`config.mk`:
```
export PLATFORM = sky130hd
export DESIGN_NAME = rxgc_top
export DESIGN_NICKNAME = d
export VERILOG_FILES = /design/src/hw/rxgc_pkg.sv /design/src/hw/rxgc_sync.sv /design/src/hw/rxgc_edge_cnt.sv /design/src/hw/rxgc_top.sv
export SDC_FILE = /design/constraint.sdc
export NUM_CORES = 1
export LEC_CHECK = 0
export ABC_AREA = 1
export BUFFER_PORTS_ARGS = -buffer_cell sky130_fd_sc_hd__buf_4
export CAP_MARGIN = 25
export CORE_UTILIZATION = 56
export DETAILED_ROUTE_END_ITERATION = 6
export GPL_TIMING_DRIVEN = 1
export PLACE_DENSITY = 0.81
export SETUP_SLACK_MARGIN = 0.5
export SLEW_MARGIN = 25
export SYNTH_ARGS = -nofsm -noshare
export SYNTH_HDL_FRONTEND = slang
export SYNTH_SLANG_ARGS = --single-unit
```
`constraint.sdc`:
```
create_clock -name pclk -period 2.4 [get_ports pclk]
set_clock_uncertainty 0.2 [all_clocks]
set_input_delay 0.36 -clock pclk [delete_from_list [all_inputs] [get_ports pclk]]
set_output_delay 0.36 -clock pclk [all_outputs]
set_load 0.01 [all_outputs]
```
`src/hw/rxgc_pkg.sv`:
```
// Purpose: shared constants and carriers for the receive gain, squelch and strength block
// Assumes: 40 MHz pclk, APB with 32-bit data
// Notes:   byte offsets are chosen locally, one aligned word per register
package rxgc_pkg;
	// ************************************************************
	// register map
	// ************************************************************
	localparam logic [11:0] RXGC_OFS_CFG2      = 12'h000;
	localparam logic [11:0] RXGC_OFS_CFG4      = 12'h004;
	localparam logic [11:0] RXGC_OFS_SQT       = 12'h008;
	localparam logic [11:0] RXGC_OFS_CORR1     = 12'h00c;
	localparam logic [11:0] RXGC_OFS_CORR2     = 12'h010;
	localparam logic [11:0] RXGC_OFS_GAIN_STAT = 12'h014;
	localparam logic [11:0] RXGC_OFS_RSSI      = 12'h018;
	localparam logic [11:0] RXGC_OFS_CMD       = 12'h01c;
	localparam logic [11:0] RXGC_OFS_LIVE      = 12'h020;

	// cfg2 field positions
	localparam int RXGC_B_SQM_DYN   = 0;
	localparam int RXGC_B_SQ_RATIO  = 1;
	localparam int RXGC_B_AGC_EN    = 2;
	localparam int RXGC_B_AGC_MODE  = 3;
	localparam int RXGC_B_AGC_ALG   = 4;
	localparam int RXGC_B_AGC_RATIO = 5;
	localparam int RXGC_B_MAN_WIN   = 6;
	// command bits
	localparam int RXGC_B_CMD_GAIN_RST = 0;
	localparam int RXGC_B_CMD_STR_CLR  = 1;

	// reset values
	localparam logic [7:0] RXGC_RST_CFG2  = 8'h00;
	localparam logic [7:0] RXGC_RST_CFG4  = 8'h00;
	localparam logic [7:0] RXGC_RST_SQT   = 8'h00;
	localparam logic [7:0] RXGC_RST_CORR  = 8'h00;

	// gain steps: 0 min window, 1..4 wider window, 5..10 less gain
	localparam logic [3:0] RXGC_STEP_MAX     = 4'ha;
	localparam logic [3:0] RXGC_WIN_STEPS    = 4'h4;
	localparam logic [3:0] RXGC_RSSI_MAX     = 4'hd;
	localparam logic [3:0] RXGC_SQ_MAX_TRANS = 4'h2;
	localparam int         RXGC_AGC_PULSES   = 8;

	// timing
	localparam int RXGC_CLK_KHZ        = 40000;
	localparam int RXGC_SQ_DELAY_NS    = 18880;
	localparam int RXGC_SQ_PERIOD_US   = 50;
	localparam int RXGC_SQ_DELAY_CYC   = (RXGC_SQ_DELAY_NS * RXGC_CLK_KHZ + 999999) / 1000000;
	localparam int RXGC_SQ_PERIOD_CYC  = RXGC_SQ_PERIOD_US * RXGC_CLK_KHZ / 1000;

	// analog control carrier
	typedef struct packed {
		logic [2:0] win_sel;     // digitizer window, 0..4
		logic [2:0] gain_cut;    // stage two and three cut, 0..6
		logic       sq_ratio6;   // squelch watches 6x comparator
		logic       agc_ratio6;  // agc comparator at 6x else 3x
		logic [7:0] corr1;
		logic [7:0] corr2;
	} rxgc_ana_t;
endpackage

```
`src/hw/rxgc_sync.sv`:
```
// Purpose: three-stage synchroniser with agreement filter for pin inputs
// Assumes: input asynchronous to pclk
// Notes:   output changes once stages two and three agree
`timescale 1ns/1ps
`default_nettype none
module rxgc_sync #(
	parameter int W = 1
) (
	input  wire logic         pclk,
	input  wire logic         presetn,
	input  wire logic [W-1:0] d,
	output logic      [W-1:0] q
);
	logic [W-1:0] s1_r;
	logic [W-1:0] s2_r;
	logic [W-1:0] s3_r;

	// chain; first stage only feeds the second
	always_ff @(posedge pclk or negedge presetn) begin
		if (!presetn) begin
			s1_r <= '0;
			s2_r <= '0;
			s3_r <= '0;
		end else begin
			s1_r <= d;
			s2_r <= s1_r;
			s3_r <= s2_r;
		end
	end

	// accept a bit only when the two later stages agree
	genvar i;
	generate
		for (i = 0; i < W; i++) begin : g_bit
			always_ff @(posedge pclk or negedge presetn) begin
				if (!presetn) begin
					q[i] <= 1'b0;
				end else if (s2_r[i] == s3_r[i]) begin
					q[i] <= s3_r[i];
				end
			end
		end
	endgenerate
endmodule
`default_nettype wire

```
`src/hw/rxgc_edge_cnt.sv`:
```
// Purpose: counts transitions, both directions, of a synchronised comparator output
// Assumes: input already in pclk domain
// Notes:   saturates, cleared by clr which wins over a same-cycle edge count
`timescale 1ns/1ps
`default_nettype none
module rxgc_edge_cnt #(
	parameter int CW = 4
) (
	input  wire logic          pclk,
	input  wire logic          presetn,
	input  wire logic          sig,
	input  wire logic          clr,
	output logic      [CW-1:0] cnt,
	output logic               edge_seen
);
	logic sig_d_r;
	logic tog;

	// any transition counts, both directions
	assign tog = sig ^ sig_d_r;
	assign edge_seen = tog;

	always_ff @(posedge pclk or negedge presetn) begin
		if (!presetn) begin
			sig_d_r <= 1'b0;
		end else begin
			sig_d_r <= sig;
		end
	end

	// clear starts a fresh window, so it must drop the old count
	always_ff @(posedge pclk or negedge presetn) begin
		if (!presetn) begin
			cnt <= '0;
		end else if (clr) begin
			cnt <= '0;
		end else if (tog && cnt != {CW{1'b1}}) begin
			cnt <= cnt + 1'b1;
		end
	end
endmodule
`default_nettype wire

```
`src/hw/rxgc_top.sv`:
```
// Purpose: gain reduction, squelch, agc, strength hold and correlator setup
// Assumes: comparator, rssi and subcarrier inputs are asynchronous pins
// Notes:   tx_end and mrt_count come from logic on pclk
`timescale 1ns/1ps
`default_nettype none
// How it works
// - digitizer window comparator has five widths in 3 dB steps.
// - manual window setting overrides the loops' window when selected; gain cut still follows the step.
// - eleven gain steps: window steps first, then six gain cuts.
// - start step comes from programmed initial setting.
// - live gain step is readable.
// - dynamic squelch starts 18.88 us after tx end, stops at squelch timer.
// - squelch ratio 1 or 6 chosen by a config bit.
// - ratio 1 cuts one step per 50 us period with over two transitions.
// - ratio 6 does the same on the six-times comparator.
// - gain reset command clears squelch gain.
// - gain reset reinitialises loops and loads the programmed start step.
// - agc runs only while receive window high, reset otherwise.
// - falling receive window latches gain step into status.
// - agc comparator at 3x or 6x, cuts until no transitions.
// - agc enable and mode: whole window or first eight pulses.
// - preset starts at max window, or at the start step if higher; reset starts at the programmed start step.
// - strength restarts at zero on window rise, peak hold, frozen low.
// - strength restarts whenever agc lowers gain.
// - strength is 4-bit, saturates at 13.
// - strength clear command clears value and restarts.
// - two correlator configuration registers feed the correlators.
module rxgc_top (
	input  wire logic                pclk,
	input  wire logic                presetn,
	input  wire logic                psel,
	input  wire logic                penable,
	input  wire logic                pwrite,
	input  wire logic [11:0]         paddr,
	input  wire logic [31:0]         pwdata,
	output logic      [31:0]         prdata,
	output logic                     pready,
	output logic                     pslverr,
	input  wire logic                rx_on,
	input  wire logic                tx_end,
	input  wire logic [7:0]          mrt_count,
	input  wire logic                dig_in,
	input  wire logic                sq6_in,
	input  wire logic                agc_cmp_in,
	input  wire logic [3:0]          rssi_am_in,
	input  wire logic [3:0]          rssi_pm_in,
	output rxgc_pkg::rxgc_ana_t      ana,
	output logic                     dig_out
);
	// ************************************************************
	// registers and bus
	// ************************************************************
	logic [7:0] cfg2_r;
	logic [7:0] cfg4_r;
	logic [7:0] sqt_r;
	logic [7:0] corr1_r;
	logic [7:0] corr2_r;
	logic [3:0] gain_stat_r;
	logic [3:0] rssi_am_r;
	logic [3:0] rssi_pm_r;
	logic [3:0] step_r;
	logic [3:0] step_nxt;
	logic       gain_rst_r;
	logic       str_clr_r;
	logic       rx_on_d_r;

	logic       wr_en;
	logic       rd_en;
	logic       hit;
	logic [3:0] start_step;

	assign wr_en = psel && penable && pwrite;
	assign rd_en = psel && penable && !pwrite;

	function automatic logic map_hit(input logic [11:0] a);
		map_hit = (a == rxgc_pkg::RXGC_OFS_CFG2) || (a == rxgc_pkg::RXGC_OFS_CFG4) ||
			(a == rxgc_pkg::RXGC_OFS_SQT) || (a == rxgc_pkg::RXGC_OFS_CORR1) ||
			(a == rxgc_pkg::RXGC_OFS_CORR2) || (a == rxgc_pkg::RXGC_OFS_GAIN_STAT) ||
			(a == rxgc_pkg::RXGC_OFS_RSSI) || (a == rxgc_pkg::RXGC_OFS_CMD) ||
			(a == rxgc_pkg::RXGC_OFS_LIVE);
	endfunction

	assign hit = map_hit(paddr);

	// zero-wait slave: ready in every access phase
	always_ff @(posedge pclk or negedge presetn) begin
		if (!presetn) begin
			pready  <= 1'b0;
			pslverr <= 1'b0;
		end else begin
			pready  <= psel && !penable;
			pslverr <= psel && !penable && !map_hit(paddr);
		end
	end

	// configuration writes
	always_ff @(posedge pclk or negedge presetn) begin
		if (!presetn) begin
			cfg2_r  <= rxgc_pkg::RXGC_RST_CFG2;
			cfg4_r  <= rxgc_pkg::RXGC_RST_CFG4;
			sqt_r   <= rxgc_pkg::RXGC_RST_SQT;
			corr1_r <= rxgc_pkg::RXGC_RST_CORR;
			corr2_r <= rxgc_pkg::RXGC_RST_CORR;
		end else if (wr_en && pready) begin
			case (paddr)
				rxgc_pkg::RXGC_OFS_CFG2:  cfg2_r  <= pwdata[7:0];
				rxgc_pkg::RXGC_OFS_CFG4:  cfg4_r  <= pwdata[7:0];
				rxgc_pkg::RXGC_OFS_SQT:   sqt_r   <= pwdata[7:0];
				rxgc_pkg::RXGC_OFS_CORR1: corr1_r <= pwdata[7:0];
				rxgc_pkg::RXGC_OFS_CORR2: corr2_r <= pwdata[7:0];
				default: ;
			endcase
		end
	end

	// direct commands are one-cycle pulses
	always_ff @(posedge pclk or negedge presetn) begin
		if (!presetn) begin
			gain_rst_r <= 1'b0;
			str_clr_r  <= 1'b0;
		end else begin
			gain_rst_r <= wr_en && pready && paddr == rxgc_pkg::RXGC_OFS_CMD &&
				pwdata[rxgc_pkg::RXGC_B_CMD_GAIN_RST];
			str_clr_r  <= wr_en && pready && paddr == rxgc_pkg::RXGC_OFS_CMD &&
				pwdata[rxgc_pkg::RXGC_B_CMD_STR_CLR];
		end
	end

	// read mux, registered so data sits with pready
	always_ff @(posedge pclk or negedge presetn) begin
		if (!presetn) begin
			prdata <= 32'h0000_0000;
		end else if (psel && !penable && !pwrite) begin
			case (paddr)
				rxgc_pkg::RXGC_OFS_CFG2:      prdata <= {24'h000000, cfg2_r};
				rxgc_pkg::RXGC_OFS_CFG4:      prdata <= {24'h000000, cfg4_r};
				rxgc_pkg::RXGC_OFS_SQT:       prdata <= {24'h000000, sqt_r};
				rxgc_pkg::RXGC_OFS_CORR1:     prdata <= {24'h000000, corr1_r};
				rxgc_pkg::RXGC_OFS_CORR2:     prdata <= {24'h000000, corr2_r};
				rxgc_pkg::RXGC_OFS_GAIN_STAT: prdata <= {28'h0000000, gain_stat_r};
				rxgc_pkg::RXGC_OFS_RSSI:      prdata <= {24'h000000, rssi_pm_r, rssi_am_r};
				rxgc_pkg::RXGC_OFS_LIVE:      prdata <= {28'h0000000, step_r};
				default:                      prdata <= 32'h0000_0000;
			endcase
		end
	end

	// ************************************************************
	// input synchronisers
	// ************************************************************
	logic       dig_s;
	logic       sq6_s;
	logic       agc_s;
	logic       rx_on_s;
	logic [3:0] am_s;
	logic [3:0] pm_s;

	rxgc_sync #(.W(12)) u_sync (
		.pclk    (pclk),
		.presetn (presetn),
		.d       ({dig_in, sq6_in, agc_cmp_in, rx_on, rssi_am_in, rssi_pm_in}),
		.q       ({dig_s, sq6_s, agc_s, rx_on_s, am_s, pm_s})
	);

	logic rx_rise;
	logic rx_fall;
	assign rx_rise = rx_on_s && !rx_on_d_r;
	assign rx_fall = !rx_on_s && rx_on_d_r;

	always_ff @(posedge pclk or negedge presetn) begin
		if (!presetn) begin
			rx_on_d_r <= 1'b0;
		end else begin
			rx_on_d_r <= rx_on_s;
		end
	end

	// ************************************************************
	// squelch
	// ************************************************************
	localparam int DW = $clog2(rxgc_pkg::RXGC_SQ_PERIOD_CYC + 1);
	logic [DW-1:0] sq_tmr_r;
	logic          sq_wait_r;
	logic          sq_act_r;
	logic          sq_period_end;
	logic          sq_src;
	logic [3:0]    sq_cnt;
	logic          sq_cut;

	assign sq_src = cfg2_r[rxgc_pkg::RXGC_B_SQ_RATIO] ? sq6_s : dig_s;
	assign sq_period_end = sq_act_r &&
		sq_tmr_r == DW'(rxgc_pkg::RXGC_SQ_PERIOD_CYC - 1);

	// delay after tx end, then windows until mrt hits the squelch time
	always_ff @(posedge pclk or negedge presetn) begin
		if (!presetn) begin
			sq_wait_r <= 1'b0;
			sq_act_r  <= 1'b0;
			sq_tmr_r  <= '0;
		end else if (gain_rst_r) begin
			sq_wait_r <= 1'b0;
			sq_act_r  <= 1'b0;
			sq_tmr_r  <= '0;
		end else if (tx_end && cfg2_r[rxgc_pkg::RXGC_B_SQM_DYN]) begin
			sq_wait_r <= 1'b1;
			sq_act_r  <= 1'b0;
			sq_tmr_r  <= '0;
		end else if (sq_wait_r) begin
			if (sq_tmr_r == DW'(rxgc_pkg::RXGC_SQ_DELAY_CYC - 1)) begin
				sq_wait_r <= 1'b0;
				sq_act_r  <= 1'b1;
				sq_tmr_r  <= '0;
			end else begin
				sq_tmr_r <= sq_tmr_r + 1'b1;
			end
		end else if (sq_act_r) begin
			if (mrt_count == sqt_r) begin
				sq_act_r <= 1'b0;
			end
			sq_tmr_r <= sq_period_end ? '0 : sq_tmr_r + 1'b1;
		end
	end

	rxgc_edge_cnt #(.CW(4)) u_sq_cnt (
		.pclk      (pclk),
		.presetn   (presetn),
		.sig       (sq_src),
		.clr       (sq_period_end || !sq_act_r),
		.cnt       (sq_cnt),
		.edge_seen ()
	);

	assign sq_cut = sq_period_end && sq_cnt > rxgc_pkg::RXGC_SQ_MAX_TRANS;

	// ************************************************************
	// agc
	// ************************************************************
	logic       agc_edge;
	logic       dig_edge;
	// agc needs only the edge flag, so that counter is held clear
	logic [3:0] pulse_cnt_r;
	logic       agc_run;
	logic       agc_cut;

	rxgc_edge_cnt #(.CW(4)) u_agc_cnt (
		.pclk      (pclk),
		.presetn   (presetn),
		.sig       (agc_s),
		.clr       (1'b1),
		.cnt       (),
		.edge_seen (agc_edge)
	);

	rxgc_edge_cnt #(.CW(4)) u_dig_cnt (
		.pclk      (pclk),
		.presetn   (presetn),
		.sig       (dig_s),
		.clr       (!rx_on_s),
		.cnt       (),
		.edge_seen (dig_edge)
	);

	// subcarrier pulse count, held in reset outside the window
	always_ff @(posedge pclk or negedge presetn) begin
		if (!presetn) begin
			pulse_cnt_r <= 4'h0;
		end else if (!rx_on_s) begin
			pulse_cnt_r <= 4'h0;
		end else if (dig_edge && dig_s && pulse_cnt_r != 4'(rxgc_pkg::RXGC_AGC_PULSES)) begin
			pulse_cnt_r <= pulse_cnt_r + 1'b1;
		end
	end

	// mode 1 limits adaptation to the first eight pulses
	assign agc_run = cfg2_r[rxgc_pkg::RXGC_B_AGC_EN] && rx_on_s &&
		(!cfg2_r[rxgc_pkg::RXGC_B_AGC_MODE] ||
		pulse_cnt_r != 4'(rxgc_pkg::RXGC_AGC_PULSES));
	// any transition on the 3x or 6x comparator means still too loud
	assign agc_cut = agc_run && agc_edge;

	// ************************************************************
	// shared gain step
	// ************************************************************
	assign start_step = (cfg4_r[3:0] > rxgc_pkg::RXGC_STEP_MAX) ?
		rxgc_pkg::RXGC_STEP_MAX : cfg4_r[3:0];

	always_comb begin
		step_nxt = step_r;
		if (gain_rst_r) begin
			step_nxt = start_step;
		end else if (rx_rise && cfg2_r[rxgc_pkg::RXGC_B_AGC_EN]) begin
			// preset jumps to widest window; never below start
			if (cfg2_r[rxgc_pkg::RXGC_B_AGC_ALG] && start_step < rxgc_pkg::RXGC_WIN_STEPS) begin
				step_nxt = rxgc_pkg::RXGC_WIN_STEPS;
			end else begin
				step_nxt = start_step;
			end
		end else if ((sq_cut || agc_cut) && step_r < rxgc_pkg::RXGC_STEP_MAX) begin
			step_nxt = step_r + 4'h1;
		end
	end

	always_ff @(posedge pclk or negedge presetn) begin
		if (!presetn) begin
			step_r <= 4'h0;
		end else begin
			step_r <= step_nxt;
		end
	end

	// status snapshot on each window close
	always_ff @(posedge pclk or negedge presetn) begin
		if (!presetn) begin
			gain_stat_r <= 4'h0;
		end else if (rx_fall) begin
			gain_stat_r <= step_r;
		end
	end

	// ************************************************************
	// strength peak hold
	// ************************************************************
	logic rssi_clr;
	assign rssi_clr = rx_rise || gain_rst_r || str_clr_r ||
		(agc_cut && step_r < rxgc_pkg::RXGC_STEP_MAX);

	function automatic logic [3:0] peak(input logic [3:0] held, input logic [3:0] v);
		logic [3:0] s;
		s = (v > rxgc_pkg::RXGC_RSSI_MAX) ? rxgc_pkg::RXGC_RSSI_MAX : v;
		peak = (s > held) ? s : held;
	endfunction

	always_ff @(posedge pclk or negedge presetn) begin
		if (!presetn) begin
			rssi_am_r <= 4'h0;
			rssi_pm_r <= 4'h0;
		end else if (rssi_clr) begin
			rssi_am_r <= 4'h0;
			rssi_pm_r <= 4'h0;
		end else if (rx_on_s) begin
			rssi_am_r <= peak(rssi_am_r, am_s);
			rssi_pm_r <= peak(rssi_pm_r, pm_s);
		end
	end

	// ************************************************************
	// analog controls
	// ************************************************************
	logic [3:0] eff_step;
	assign eff_step = cfg2_r[rxgc_pkg::RXGC_B_MAN_WIN] ?
		{1'b0, (cfg4_r[6:4] > 3'h4) ? 3'h4 : cfg4_r[6:4]} : step_r;

	always_ff @(posedge pclk or negedge presetn) begin
		if (!presetn) begin
			ana     <= '0;
			dig_out <= 1'b0;
		end else begin
			ana.win_sel    <= (eff_step > rxgc_pkg::RXGC_WIN_STEPS) ? 3'h4 : eff_step[2:0];
			ana.gain_cut   <= (step_r > rxgc_pkg::RXGC_WIN_STEPS) ?
				3'(step_r - rxgc_pkg::RXGC_WIN_STEPS) : 3'h0;
			ana.sq_ratio6  <= cfg2_r[rxgc_pkg::RXGC_B_SQ_RATIO];
			ana.agc_ratio6 <= cfg2_r[rxgc_pkg::RXGC_B_AGC_RATIO];
			ana.corr1      <= corr1_r;
			ana.corr2      <= corr2_r;
			dig_out        <= dig_s;
		end
	end
endmodule
`default_nettype wire

```
### Yosys cells after proc, flatten, opt, wreduce, memory -nomap -nowiden

Cells that the tools add are included.
Widths: inputs -> output; s select.

* register bits after elaboration: 189
* bits of input ports: 70
* output and inout port bits: 59
* logic and storage cells: 188

* $add $sub $neg: 5
* order comparisons: 11
* equality and inequality tests: 27
* mux-type cells: 39
* bitwise gates (word level): 3
* reductions and logical operators: 59

Operator list (count)
* $mux 4: 18
* $mux 11: 6
* $pmux 8 s8: 1
* $eq 12x5->1 const B: 4
* $eq 12x4->1 const B: 2
* $logic_and 1x1->1: 24
* $logic_or 1x1->1: 14
* $reduce_and 2->1: 7
* $add 4x1->4 const B: 3
* $eq 1x1->1: 12
* $eq 12x3->1 const B: 1
* $eq 12x6->1 const B: 1
* $gt 4x4->1 const B: 3
* $logic_not 12->1: 1
* $add 11x1->11 const B: 1
* $eq 11x10->1 const B: 1
* $eq 11x11->1 const B: 1
* $mux 1: 11
* $mux 3: 3
* $eq 8x8->1: 1
* $gt 4x3->1 const B: 2
* $gt 4x4->1: 2
* $ne 4x4->1 const B: 2
* $reduce_bool 2->1: 4
* 11 further kinds: 19

### Longest topological paths before layout

Gate-level depths: netlist of the first run.

* depth in word-level cells: 11
* gate-level depth with buffers: 11
* gate-level depth less buffers: 11

### Hierarchy

Synthesis of the first run repeated with hierarchy kept, for this count alone.

* cells, all modules: 896
* area, all modules: 8042.7 µm²

Modules (own cells, without submodules)
* rxgc_top: instances 1, cells each 695, area each 5714.2 µm², sequential area each 2777.7 µm²
* rxgc_sync: instances 1, cells each 96, area each 1396.3 µm², sequential area each 1201.2 µm²
* rxgc_edge_cnt at u_agc_cnt ...: instances 2, cells each 35, area each 311.5 µm², sequential area each 125.1 µm²
* rxgc_edge_cnt at u_sq_cnt: instances 1, cells each 35, area each 309.0 µm², sequential area each 125.1 µm²

### Least setup slack after synthesis of the first run

OpenSTA, ideal clock, no wires.

* path kind: flip-flop to flip-flop
* start: register u_sync.q[2]
* end: register rssi_pm_r[1]
* setup time: 118 ps
* data arrival time: 1494 ps
* required time: 2082 ps
* setup slack: 588 ps
* stages on the path, launching flop included: 11
* buffers on the path: 0
* clock period less this slack: 1812 ps
* cells stage by stage: dfrtp_1 > a21boi_0 > ha_1 > inv_1 > nor2_1 > o21ai_0 > nand2_1 > nand3_1 > inv_1 > nand3_1 > nand2_1

* cells in the longest elaborated chain, start to end: 5
* elaborated cells on any way between the ends: 8
* those cells by class: order compare (2); mux (4); reduce/logical (2)

RTL lines
* start: declaration: line rxgc_sync.sv:12 `output logic [W-1:0] q`
* start signal: indexed assignment: line rxgc_sync.sv:39 `q[i] <= s3_r[i];`
* $gt 4x4->1: line rxgc_top.sv:329 `s = (v > rxgc_pkg::RXGC_RSSI_MAX) ? rxgc_pkg::RXGC_RSSI_MAX : v;`
* $mux 4 (*): line rxgc_top.sv:329
* $gt 4x4->1 or $mux 4 (tied branches): line rxgc_top.sv:330 `peak = (s > held) ? s : held;`
* $reduce_bool 2->1 (no line) or $mux 4 (tied branches)
* $reduce_and 2->1 (no line) or $mux 4 (tied branches)
* end signal: assignment: line rxgc_top.sv:342 `rssi_pm_r <= peak(rssi_pm_r, pm_s);`
* end: declaration: line rxgc_top.sv:60 `logic [3:0] rssi_pm_r;`

Mark *: on every way between the ends. The rest lies on a longest branch, timed or not. The select of a mux whose other input is x is not followed.
A chain may end at the register's enable or synchronous reset.

### Worst setup path in the final report of the first run

* start: register u_sync.q[5]
* end: register rssi_am_r[2]

* cells in the longest elaborated chain, start to end: 5
* elaborated cells on any way between the ends: 8
* those cells by class: order compare (2); mux (4); reduce/logical (2)

RTL lines
* $gt 4x4->1: line rxgc_top.sv:329
* $mux 4 (*): line rxgc_top.sv:329
* $gt 4x4->1 or $mux 4 (tied branches): line rxgc_top.sv:330
* $reduce_bool 2->1 (no line) or $mux 4 (tied branches)
* $reduce_and 2->1 (no line) or $mux 4 (tied branches)
* end signal: assignment: line rxgc_top.sv:341 `rssi_am_r <= peak(rssi_am_r, am_s);`
* end: declaration: line rxgc_top.sv:59 `logic [3:0] rssi_am_r;`

Marked as above.

==> results of run 1 <==
[power by group]
group	internal, µW	total [µW]	switching [µW]
sequential	2960	3110	157
combinational	351	848	497
clock	1400	2600	1200
[state kept, by name (all words and copies together) (netlist names), 8 cells and up]
name	cells
u_sync.s1_r	12
prdata	8
corr2_r	8
cfg2_r	8
cfg4_r	8
sqt_r	8
corr1_r	8
ana	24
sq_tmr_r	11
u_sync.s2_r	12
u_sync.q	12
u_sync.s3_r	12
[area by class of cell]
cell class	count	area, µm²
inverters	86	325
well taps	172	215
clock inverters	14	134
flip-flops and latches	165	4140
repair buffers	117	942
clock buffers	18	439
fillers	952	3750
multi-input cells	541	2880
[worst max path at each step]
stage	cells after the start	slack, ns	end
6_report	10	0.53	rssi_am_r[2]
5_1_grt	10	0.46	rssi_am_r[2]
4_1_cts	10	0.52	rssi_am_r[2]
3_5_place_dp	11	0.30	prdata[1]
3_3_place_gp	11	0.31	prdata[1]
2_1_floorplan	10	0.59	rssi_pm_r[1]
[worst min-delay path, delay by kind of cell]
family | cells | cell delay, ns
compound gates | 1 | 0.07
buf+inv | 1 | 0.11
simple gates | 1 | 0.08
[cell usage in the layout (no fill, tap or decap), types with 4 or more instances in the layout]
cell / Yosys / layout
sky130_fd_sc_hd__nand2_2: 4 / 7
sky130_fd_sc_hd__nor2_2: 7 / 8
sky130_fd_sc_hd__a21oi_1: 18 / 17
sky130_fd_sc_hd__nand3_2: 3 / 7
sky130_fd_sc_hd__dlygate4sd3_1: 0 / 14
sky130_fd_sc_hd__xnor2_1: 5 / 5
sky130_fd_sc_hd__inv_2: 5 / 6
sky130_fd_sc_hd__buf_4: 28 / 100
sky130_fd_sc_hd__dfrtp_1: 165 / 160
sky130_fd_sc_hd__nand3_1: 94 / 90
sky130_fd_sc_hd__inv_1: 81 / 79
sky130_fd_sc_hd__nand4_1: 7 / 7
sky130_fd_sc_hd__o21ai_1: 17 / 19
sky130_fd_sc_hd__inv_6: 0 / 4
sky130_fd_sc_hd__nor2_1: 63 / 62
sky130_fd_sc_hd__maj3_1: 12 / 12
sky130_fd_sc_hd__o22ai_1: 4 / 4
sky130_fd_sc_hd__clkbuf_16: 0 / 17
sky130_fd_sc_hd__o21ai_2: 16 / 16
sky130_fd_sc_hd__o21ai_0: 35 / 33
sky130_fd_sc_hd__nand2_1: 178 / 175
sky130_fd_sc_hd__conb_1: 1 / 24
sky130_fd_sc_hd__inv_8: 0 / 4
sky130_fd_sc_hd__ha_1: 14 / 14
sky130_fd_sc_hd__dfrtp_2: 0 / 5
sky130_fd_sc_hd__nor2_4: 5 / 5
sky130_fd_sc_hd__nor3_1: 7 / 7
sky130_fd_sc_hd__nand3_4: 4 / 4
sky130_fd_sc_hd__xor2_1: 8 / 8
[layer usage]
layer	up-vias	global-route usage
li1	2815	-
met1	2808	0.327
met2	213	0.380
met3	29	0.0683
met4	0	0.0841
met5	-	0
[cell families after synthesis]
family	after synthesis	synth area share
AOI/OAI and AO/OA	98	0.0769
xor gates and xnor gates	13	0.0152
adders and majority gates	26	0.0395
buffers and inverters	126	0.0814
DFF	165	0.552
other	1	0.000501
and+or+nand+nor	380	0.235
[timing repair]
| action | CTS | global route |
|---|---|---|
| resized for setup | 6 | 18 |
| hold endpoints to repair | 56 | 0 |
| hold buffers | 14 | 0 |
| buffers inserted | 2 | 12 |
| endpoints found under the setup margin | 8 | 22 |
| pin swaps | 0 | 6 |
[per-stage QoR]
step / util / total power (µW) / worst slack [ns] / hold slack, ns
6_report: 0.707 / 6560 / 0.526 / 0.0439
3_5_place_dp: 0.639 / 3890 / 0.299 / 0.118
5_1_grt: 0.707 / 6840 / 0.455 / 0.0528
4_1_cts: 0.697 / 6530 / 0.519 / 0.0366
2_1_floorplan: - / 3630 / 0.588 / -0.136
3_3_place_gp: 0.639 / 3840 / 0.315 / 0.118
==> metrics.sh, run 1 <==
FINAL_WTD_CONGESTION=0.963
START_UTIL=0.584
POWERDENSITY_mW_PER_MM2=723
DIE-WIDTH_UM=118
HIGHEST_IR_DROP_SEEN_ON_VDD_V=0.000729
MAX_FREQ_MHz=534
DR_TOTAL_VIAS=5865
GRT_FIRST_PASS_WIRELENGTH_UM=26100
SYNTH-EDFF-COUNT=0
GRT_PASS1_VIAS=5321
COUNT_OF_STATE_ELEMENTS_AFTER_SYNTHESIS=165
TRITONCTS='yes'
WORSTREGTOREGCELLS=10
LAYOUT-DRIVE-GT1-SHARE=0.217
POST-SYNTH-TOP-COUNT-CELL='sky130_fd_sc_hd__nand2_1'
SETUP_REPAIR_AFTER_GLOBAL_ROUTING_MISSED_ITS_MARGIN='true'
CAP_VIOLATIONS=0
YOSYSWARNINGS=0
COREAREA_MM2=0.0128
LARGEST_NET_DEGREE_AT_THE_START_OF_GLOBAL_ROUTING=48
DETAIL-ROUTE-ANTENNA-NETS=0
CLASS_OF_THE_WORST_HOLD_PATH='input pin to flop'
NETLIST_TOP_CELLS_COUNT='178 x sky130_fd_sc_hd__nand2_1, 165 x sky130_fd_sc_hd__dfrtp_1, 94 x sky130_fd_sc_hd__nand3_1'
SYNTH.TOP_CELL.AREA_SHARE=0.552
ROUTEDLENGTHMET1_UM=7000
CTS_ROOT_BUF='sky130_fd_sc_hd__clkbuf_16'
SYN-INSTANCE-COUNT=809
DIE_H_UM=118
HOLDPATHEND='sq_wait_r'
PLACED_CELLS=1053
YOSYSSEQAREASHARE=0.552
WL_PER_CELL_UM=14.7
MIN-DELAY-START='tx_end'
STATIC-LEAKAGE-POWER_uW=0.00462
WORSTSETUPENDPOINTTYPE='flop'
CP_TOP_FAMILY='compound AO/OA/AOI/OAI gates'
MET3_LENGTH_UM=1120
REPORT.FINAL.HOLD_VIOL_COUNT=0
DETAIL_ROUTE.VIAS_PER_CELL=5.27
TRITONCTS.NUM_BUFFERS=17
HIGHEST_LAYER='met4'
DPL.HPWL_UM=11200
CP.BUFFERS_INVERTERS=2
SYN-CELL-AREA_MM2=0.00748
WORSTPATHMAXFANOUT=5
POST_SYNTH_NUM_CELL_TYPES=41
DRTPASS1ITERATIONS=7
REPORT.FINAL.SLEW_VIOL_COUNT=0
BUFFER_PORTS.INSERTED=80
DETAIL_ROUTE.DRC_VIOLATIONS=0
FINAL_NETS=1012
POSTSYNTH.ASYNCRESETSHARE=1.00
CTS.CLK_SLEW.WORST_PATHS_NS=0.07
R2R_SLACK_NS=0.53
TIMING.CRITICAL_PATH.CELLS='a21boi_2 -> ha_1 -> inv_1 -> nor2_1 -> o21bai_1 -> a21oi_2 -> nand2_2 -> inv_4 -> nand3_1 -> nand2_1'
TOP_FF_CELL_SYNTH='sky130_fd_sc_hd__dfrtp_1'
HTREE_NUM_LEVELS=4
GRT_ANTENNA_BEFORE_REPAIR=0
SYN_TO_FINAL_GROWTH_PCT=21.2
CRITPATHKIND='flop to flop'
PLACED_AREA_MM2=0.00820
SETUP_TOTAL_NEGATIVE_SLACK_NS=0
CRIT_PATH_TOP_DELAY_CELL='sky130_fd_sc_hd__dfrtp_1'
YOSYS.AREA.TOP_TYPE='sky130_fd_sc_hd__dfrtp_1'
GROUTE.USAGE.OVERALL=0.243
GRT.OVERFLOW.TOTAL=0
DIE_AREA_MM2=0.0138
CP-STARTPOINT='u_sync.q[5]'
SLOWEST_DELAY_NS=0.40
TOTAL_CLOCK_SINKS=165
SETUP_VIOL=0
SYNTH_TOP_CELLS_BY_AREA='sky130_fd_sc_hd__dfrtp_1 55%, sky130_fd_sc_hd__nand2_1 8.9%, sky130_fd_sc_hd__nand3_1 6.3%'
MET2ROUTEDLENGTH_UM=7910
LAYOUTNONFILLERINSTCOUNT=1113
PERIOD_SHARE=0.781
CRIT-REG2REG-LAUNCH='u_sync.q[5]'
WORSTHOLDPATHCELLS=3
CTS_MAX_PATH_BUFFERS=2
ARRIVAL_NS=2.05
CLOCK_INSERTION_DELAY_WORST_SKEW_NS=0.43
INITIALDRTVIOLATIONCOUNT=479
INSERTEDDIODECOUNT=0
NUMBER_OF_PORTS_PLACED_ON_THE_DIE_BOUNDARY=129
RUN_STATUS='complete, no violations'
FINAL_PERIOD_MINUS_WORST_SETUP_SLACK_NS=1.87
WORST_R2R_ENDPOINT='rssi_am_r[2]'
STARTPOINT_TYPE='flop'
POST-ROUTE-CELL-AREA_MM2=0.00907
DRT-TOTAL-WL_UM=16400
SYNTHESIS.AREA_PER_INSTANCE_UM2=9.25
CORE.ROWCOUNT=41
WORSTPATHREQUIRED_NS=2.57
Note: power is estimated with default switching activity, not from simulation.
==> run 2, diff against run 1 <==
--- a/config.mk
+++ b/config.mk
@@ -8,10 +8,10 @@
 export ABC_AREA = 1
 export BUFFER_PORTS_ARGS = -buffer_cell sky130_fd_sc_hd__buf_4
 export CAP_MARGIN = 25
-export CORE_UTILIZATION = 56
+export CORE_UTILIZATION = 51
 export DETAILED_ROUTE_END_ITERATION = 6
 export GPL_TIMING_DRIVEN = 1
-export PLACE_DENSITY = 0.81
+export PLACE_DENSITY = 0.77
 export SETUP_SLACK_MARGIN = 0.5
 export SLEW_MARGIN = 25
 export SYNTH_ARGS = -nofsm -noshare
==> constraint.sdc (replaced) <==
create_clock -name pclk -period 1.61 [get_ports pclk]
set_clock_uncertainty 0.2 [all_clocks]
set_input_delay 0.2415 -clock pclk [delete_from_list [all_inputs] [get_ports pclk]]
set_output_delay 0.2415 -clock pclk [all_outputs]
set_load 0.01 [all_outputs]
==> run 2 against run 1 <==
  * The flow now finishes with violations (negative setup slack)
  * Power is 66% higher
  * Sequential power is 50% higher
  * Clock power is 54% higher
  * Die area is 9.6% higher
  * Non-clock buffer count is 102 higher
  * Via count is 25% higher
  * Sequential cell count stayed put
  * Register-to-register slack worse by 0.89 ns
  * Hold slack worse by 0.022 ns
  * Combinational power grew to 2.6 times the previous value
  * Cell count is 10% higher
  * Final area is 27% higher
  * Largest power group unchanged
==> metrics.sh, run 2 (synthesis gave the netlist of run 1 again) <==
DRTPASS1ITERATIONS=5
PERIOD_SHARE=1.23
DETAIL_ROUTE.VIAS_PER_CELL=5.99
WORSTPATHREQUIRED_NS=1.73
POST-LAYOUT-TOTAL-POWER_uW=10900
R2R_SLACK_NS=-0.37
TOTAL_CLOCK_SINKS=165
MOST_FLOPS_REGISTER='ana'
HOLD-WORST-SLACK_NS=0.0218
QUANTITY_OF_HOLD_FIXING_BUFFERS_ADDED_AFTER_CTS=14
CP.BUFFERS_INVERTERS=1
HTREE_NUM_LEVELS=4
VIOLATED_CHECKS='negative setup slack'
CRIT_PATH_TOP_DELAY_CELL='sky130_fd_sc_hd__dfrtp_2'
LAYOUTNONFILLERINSTCOUNT=1228
POWERDENSITY_mW_PER_MM2=944
DETAIL_ROUTE.DRC_VIOLATIONS=0
GRT_FIRST_PASS_WIRELENGTH_UM=33300
GRT_ANTENNA_BEFORE_REPAIR=0
WORSTSETUPENDPOINTTYPE='flop'
SETUP_VIOL=30
SETUP_REPAIR_AFTER_GLOBAL_ROUTING_MISSED_ITS_MARGIN='true'
START_UTIL=0.531
FINAL_COMMON_CELL='sky130_fd_sc_hd__dfrtp_1'
CORE.ROWCOUNT=43
LEVELS_ON_CRIT_PATH=10
GRT.OVERFLOW.TOTAL=0
SWITCHING_SHARE=0.310
CRITPATHKIND='flop to flop'
LARGEST_REG_FLOPS=24
STARTPOINT_TYPE='flop'
INITIALDRTVIOLATIONCOUNT=762
MET2ROUTEDLENGTH_UM=12700
CTS.CLK_SLEW.WORST_PATHS_NS=0.07
WORSTREGTOREGCELLS=10
CTS_ROOT_BUF='sky130_fd_sc_hd__clkbuf_16'
LAYOUT-DRIVE-GT1-SHARE=0.506
FINAL_WTD_CONGESTION=0.907
DIE_H_UM=123
GROUTE.USAGE.OVERALL=0.293
CP_TOP_FAMILY='simple AND/OR/NAND/NOR gates'
SLEW_HEADROOM=0.650
DRT-TOTAL-WL_UM=26100
MAX_FREQ_MHz=506
TRITONCTS.NUM_BUFFERS=17
POST-PLACE-WS_NS=-0.245
SWITCHINGPOWER_uW=3370
HIGHEST_IR_DROP_SEEN_ON_VDD_V=0.00101
FILLERS=707
DPL.HPWL_UM=12000
DIE_AREA_MM2=0.0152
SETUP_SLACK_NS=-0.365
SLOWEST_DELAY_NS=0.42
FINAL_NETS=1119
TIMING.CRITICAL_PATH.CELLS='nand3_1 -> nand2_2 -> inv_1 -> ha_1 -> nor2_1 -> o21bai_1 -> a21oi_2 -> nand2_2 -> nand3_1 -> nand2_1'
GRT_PASS1_VIAS=6729
NUMBER_OF_PORTS_PLACED_ON_THE_DIE_BOUNDARY=129
REPORT.FINAL.HOLD_VIOL_COUNT=0
MET3_LENGTH_UM=2520
WORSTPATHMAXFANOUT=5
DIE-WIDTH_UM=123
SYN_TO_FINAL_GROWTH_PCT=53.6
DR_TOTAL_VIAS=7350
RUN_STATUS='finished, violations left'
WORSTHOLDPATHCELLS=3
P_COMB_FRAC=0.202
REPORT.FINAL.SLEW_VIOL_COUNT=0
LARGEST_NET_DEGREE_AT_THE_START_OF_GLOBAL_ROUTING=44
PWR-SHARE-SEQ=0.428
WL_PER_CELL_UM=21.3
WORST_PIN_SLEW_NS=0.525
ARRIVAL_NS=2.09
BUFFER_PORTS.INSERTED=80
CLOCK_POWER_SHARE=0.370
HIGHEST_LAYER='met4'
CLOCK_INSERTION_DELAY_WORST_SKEW_NS=0.44
DETAIL-ROUTE-ANTENNA-NETS=0
ROUTEDLENGTHMET1_UM=9230
MOSTFREQUENTLAYOUTCELLS='157 x sky130_fd_sc_hd__dfrtp_1, 108 x sky130_fd_sc_hd__buf_4, 102 x sky130_fd_sc_hd__nand2_1'
STATIC-LEAKAGE-POWER_uW=0.00543
CLASS_OF_THE_WORST_HOLD_PATH='input pin to flop'
COREAREA_MM2=0.0141
CAP_VIOLATIONS=0
PLACED_CELLS=1124
CTS_MAX_PATH_BUFFERS=2
INSERTEDDIODECOUNT=0
P_INT_uW=7490
FINAL_PERIOD_MINUS_WORST_SETUP_SLACK_NS=1.98
TRITONCTS='yes'
run 2: path summary, 6_finish.rpt:
kind | start | end
worst max-delay path | u_sync.q[7] | rssi_am_r[2]
worst min-delay path | tx_end | sq_wait_r
worst max register to register | u_sync.q[7] | rssi_am_r[2]
worst min register to register | u_sync.s1_r[10] | u_sync.s2_r[10]
max in group asynchronous | presetn | cfg2_r[6]
min in group asynchronous | presetn | u_sync.q[11]
run 2: stage by stage:
| step | TNS (ns) | cell area [µm²] | util |
|---|---|---|---|
| after floorplan | -0.647 | 7810 | - |
| after global placement | -4.27 | 8920 | 0.633 |
| after global routing | -8.25 | 11500 | 0.816 |
| after CTS | -1.51 | 10700 | 0.758 |
| final | -5.35 | 11500 | 0.816 |
| after detailed placement | -5.10 | 8920 | 0.633 |
run 2: routing by layer:
metal  GRT usage  vias to the layer above
met4       0.154                        0
li1            -                     3043
met3      0.0683                      178
met2       0.483                      557
met5           0                        -
met1       0.360                     3572
run 2: power by group through the flow:
stage / combinational (µW) / sequential [µW] / clock, µW
6_report: 2200 / 4650 / 4010
5_1_grt: 2360 / 4660 / 4220
4_1_cts: 1740 / 4590 / 4010
3_5_place_dp: 1440 / 4650 / 0
3_3_place_gp: 1400 / 4640 / 0
2_1_floorplan: 821 / 4650 / 0
run 2: layout make-up:
| type | instances | area [µm²] | share of cell area |
|---|---|---|---|
| Inverter | 86 | 360 | 0.0313 |
| Tap cell | 180 | 225 | 0.0196 |
| Clock buffer | 17 | 425 | 0.0370 |
| Multi-Input combinational cell | 546 | 4010 | 0.349 |
| Sequential cell | 165 | 4140 | 0.360 |
| Clock inverter | 15 | 154 | 0.0134 |
| Timing Repair Buffer | 219 | 2180 | 0.190 |
run 2: worst reg2reg max path, stage by stage (launching register included):
cell and delay (ns):
sky130_fd_sc_hd__dfrtp_2 0.42, sky130_fd_sc_hd__nand3_1 0.12, sky130_fd_sc_hd__nand2_2 0.11, sky130_fd_sc_hd__inv_1 0.07, sky130_fd_sc_hd__ha_1 0.19, sky130_fd_sc_hd__nor2_1 0.12
sky130_fd_sc_hd__o21bai_1 0.10, sky130_fd_sc_hd__a21oi_2 0.15, sky130_fd_sc_hd__nand2_2 0.13, sky130_fd_sc_hd__nand3_1 0.15, sky130_fd_sc_hd__nand2_1 0.10
run 2: timing repair:
action / in CTS / in global routing
buffers inserted: 31 / 21
resized for setup: 193 / 171
endpoints found under the hold margin: 183 / 2
pin swaps: 79 / 83
setup endpoints to repair: 135 / 136
cloned: 6 / 0
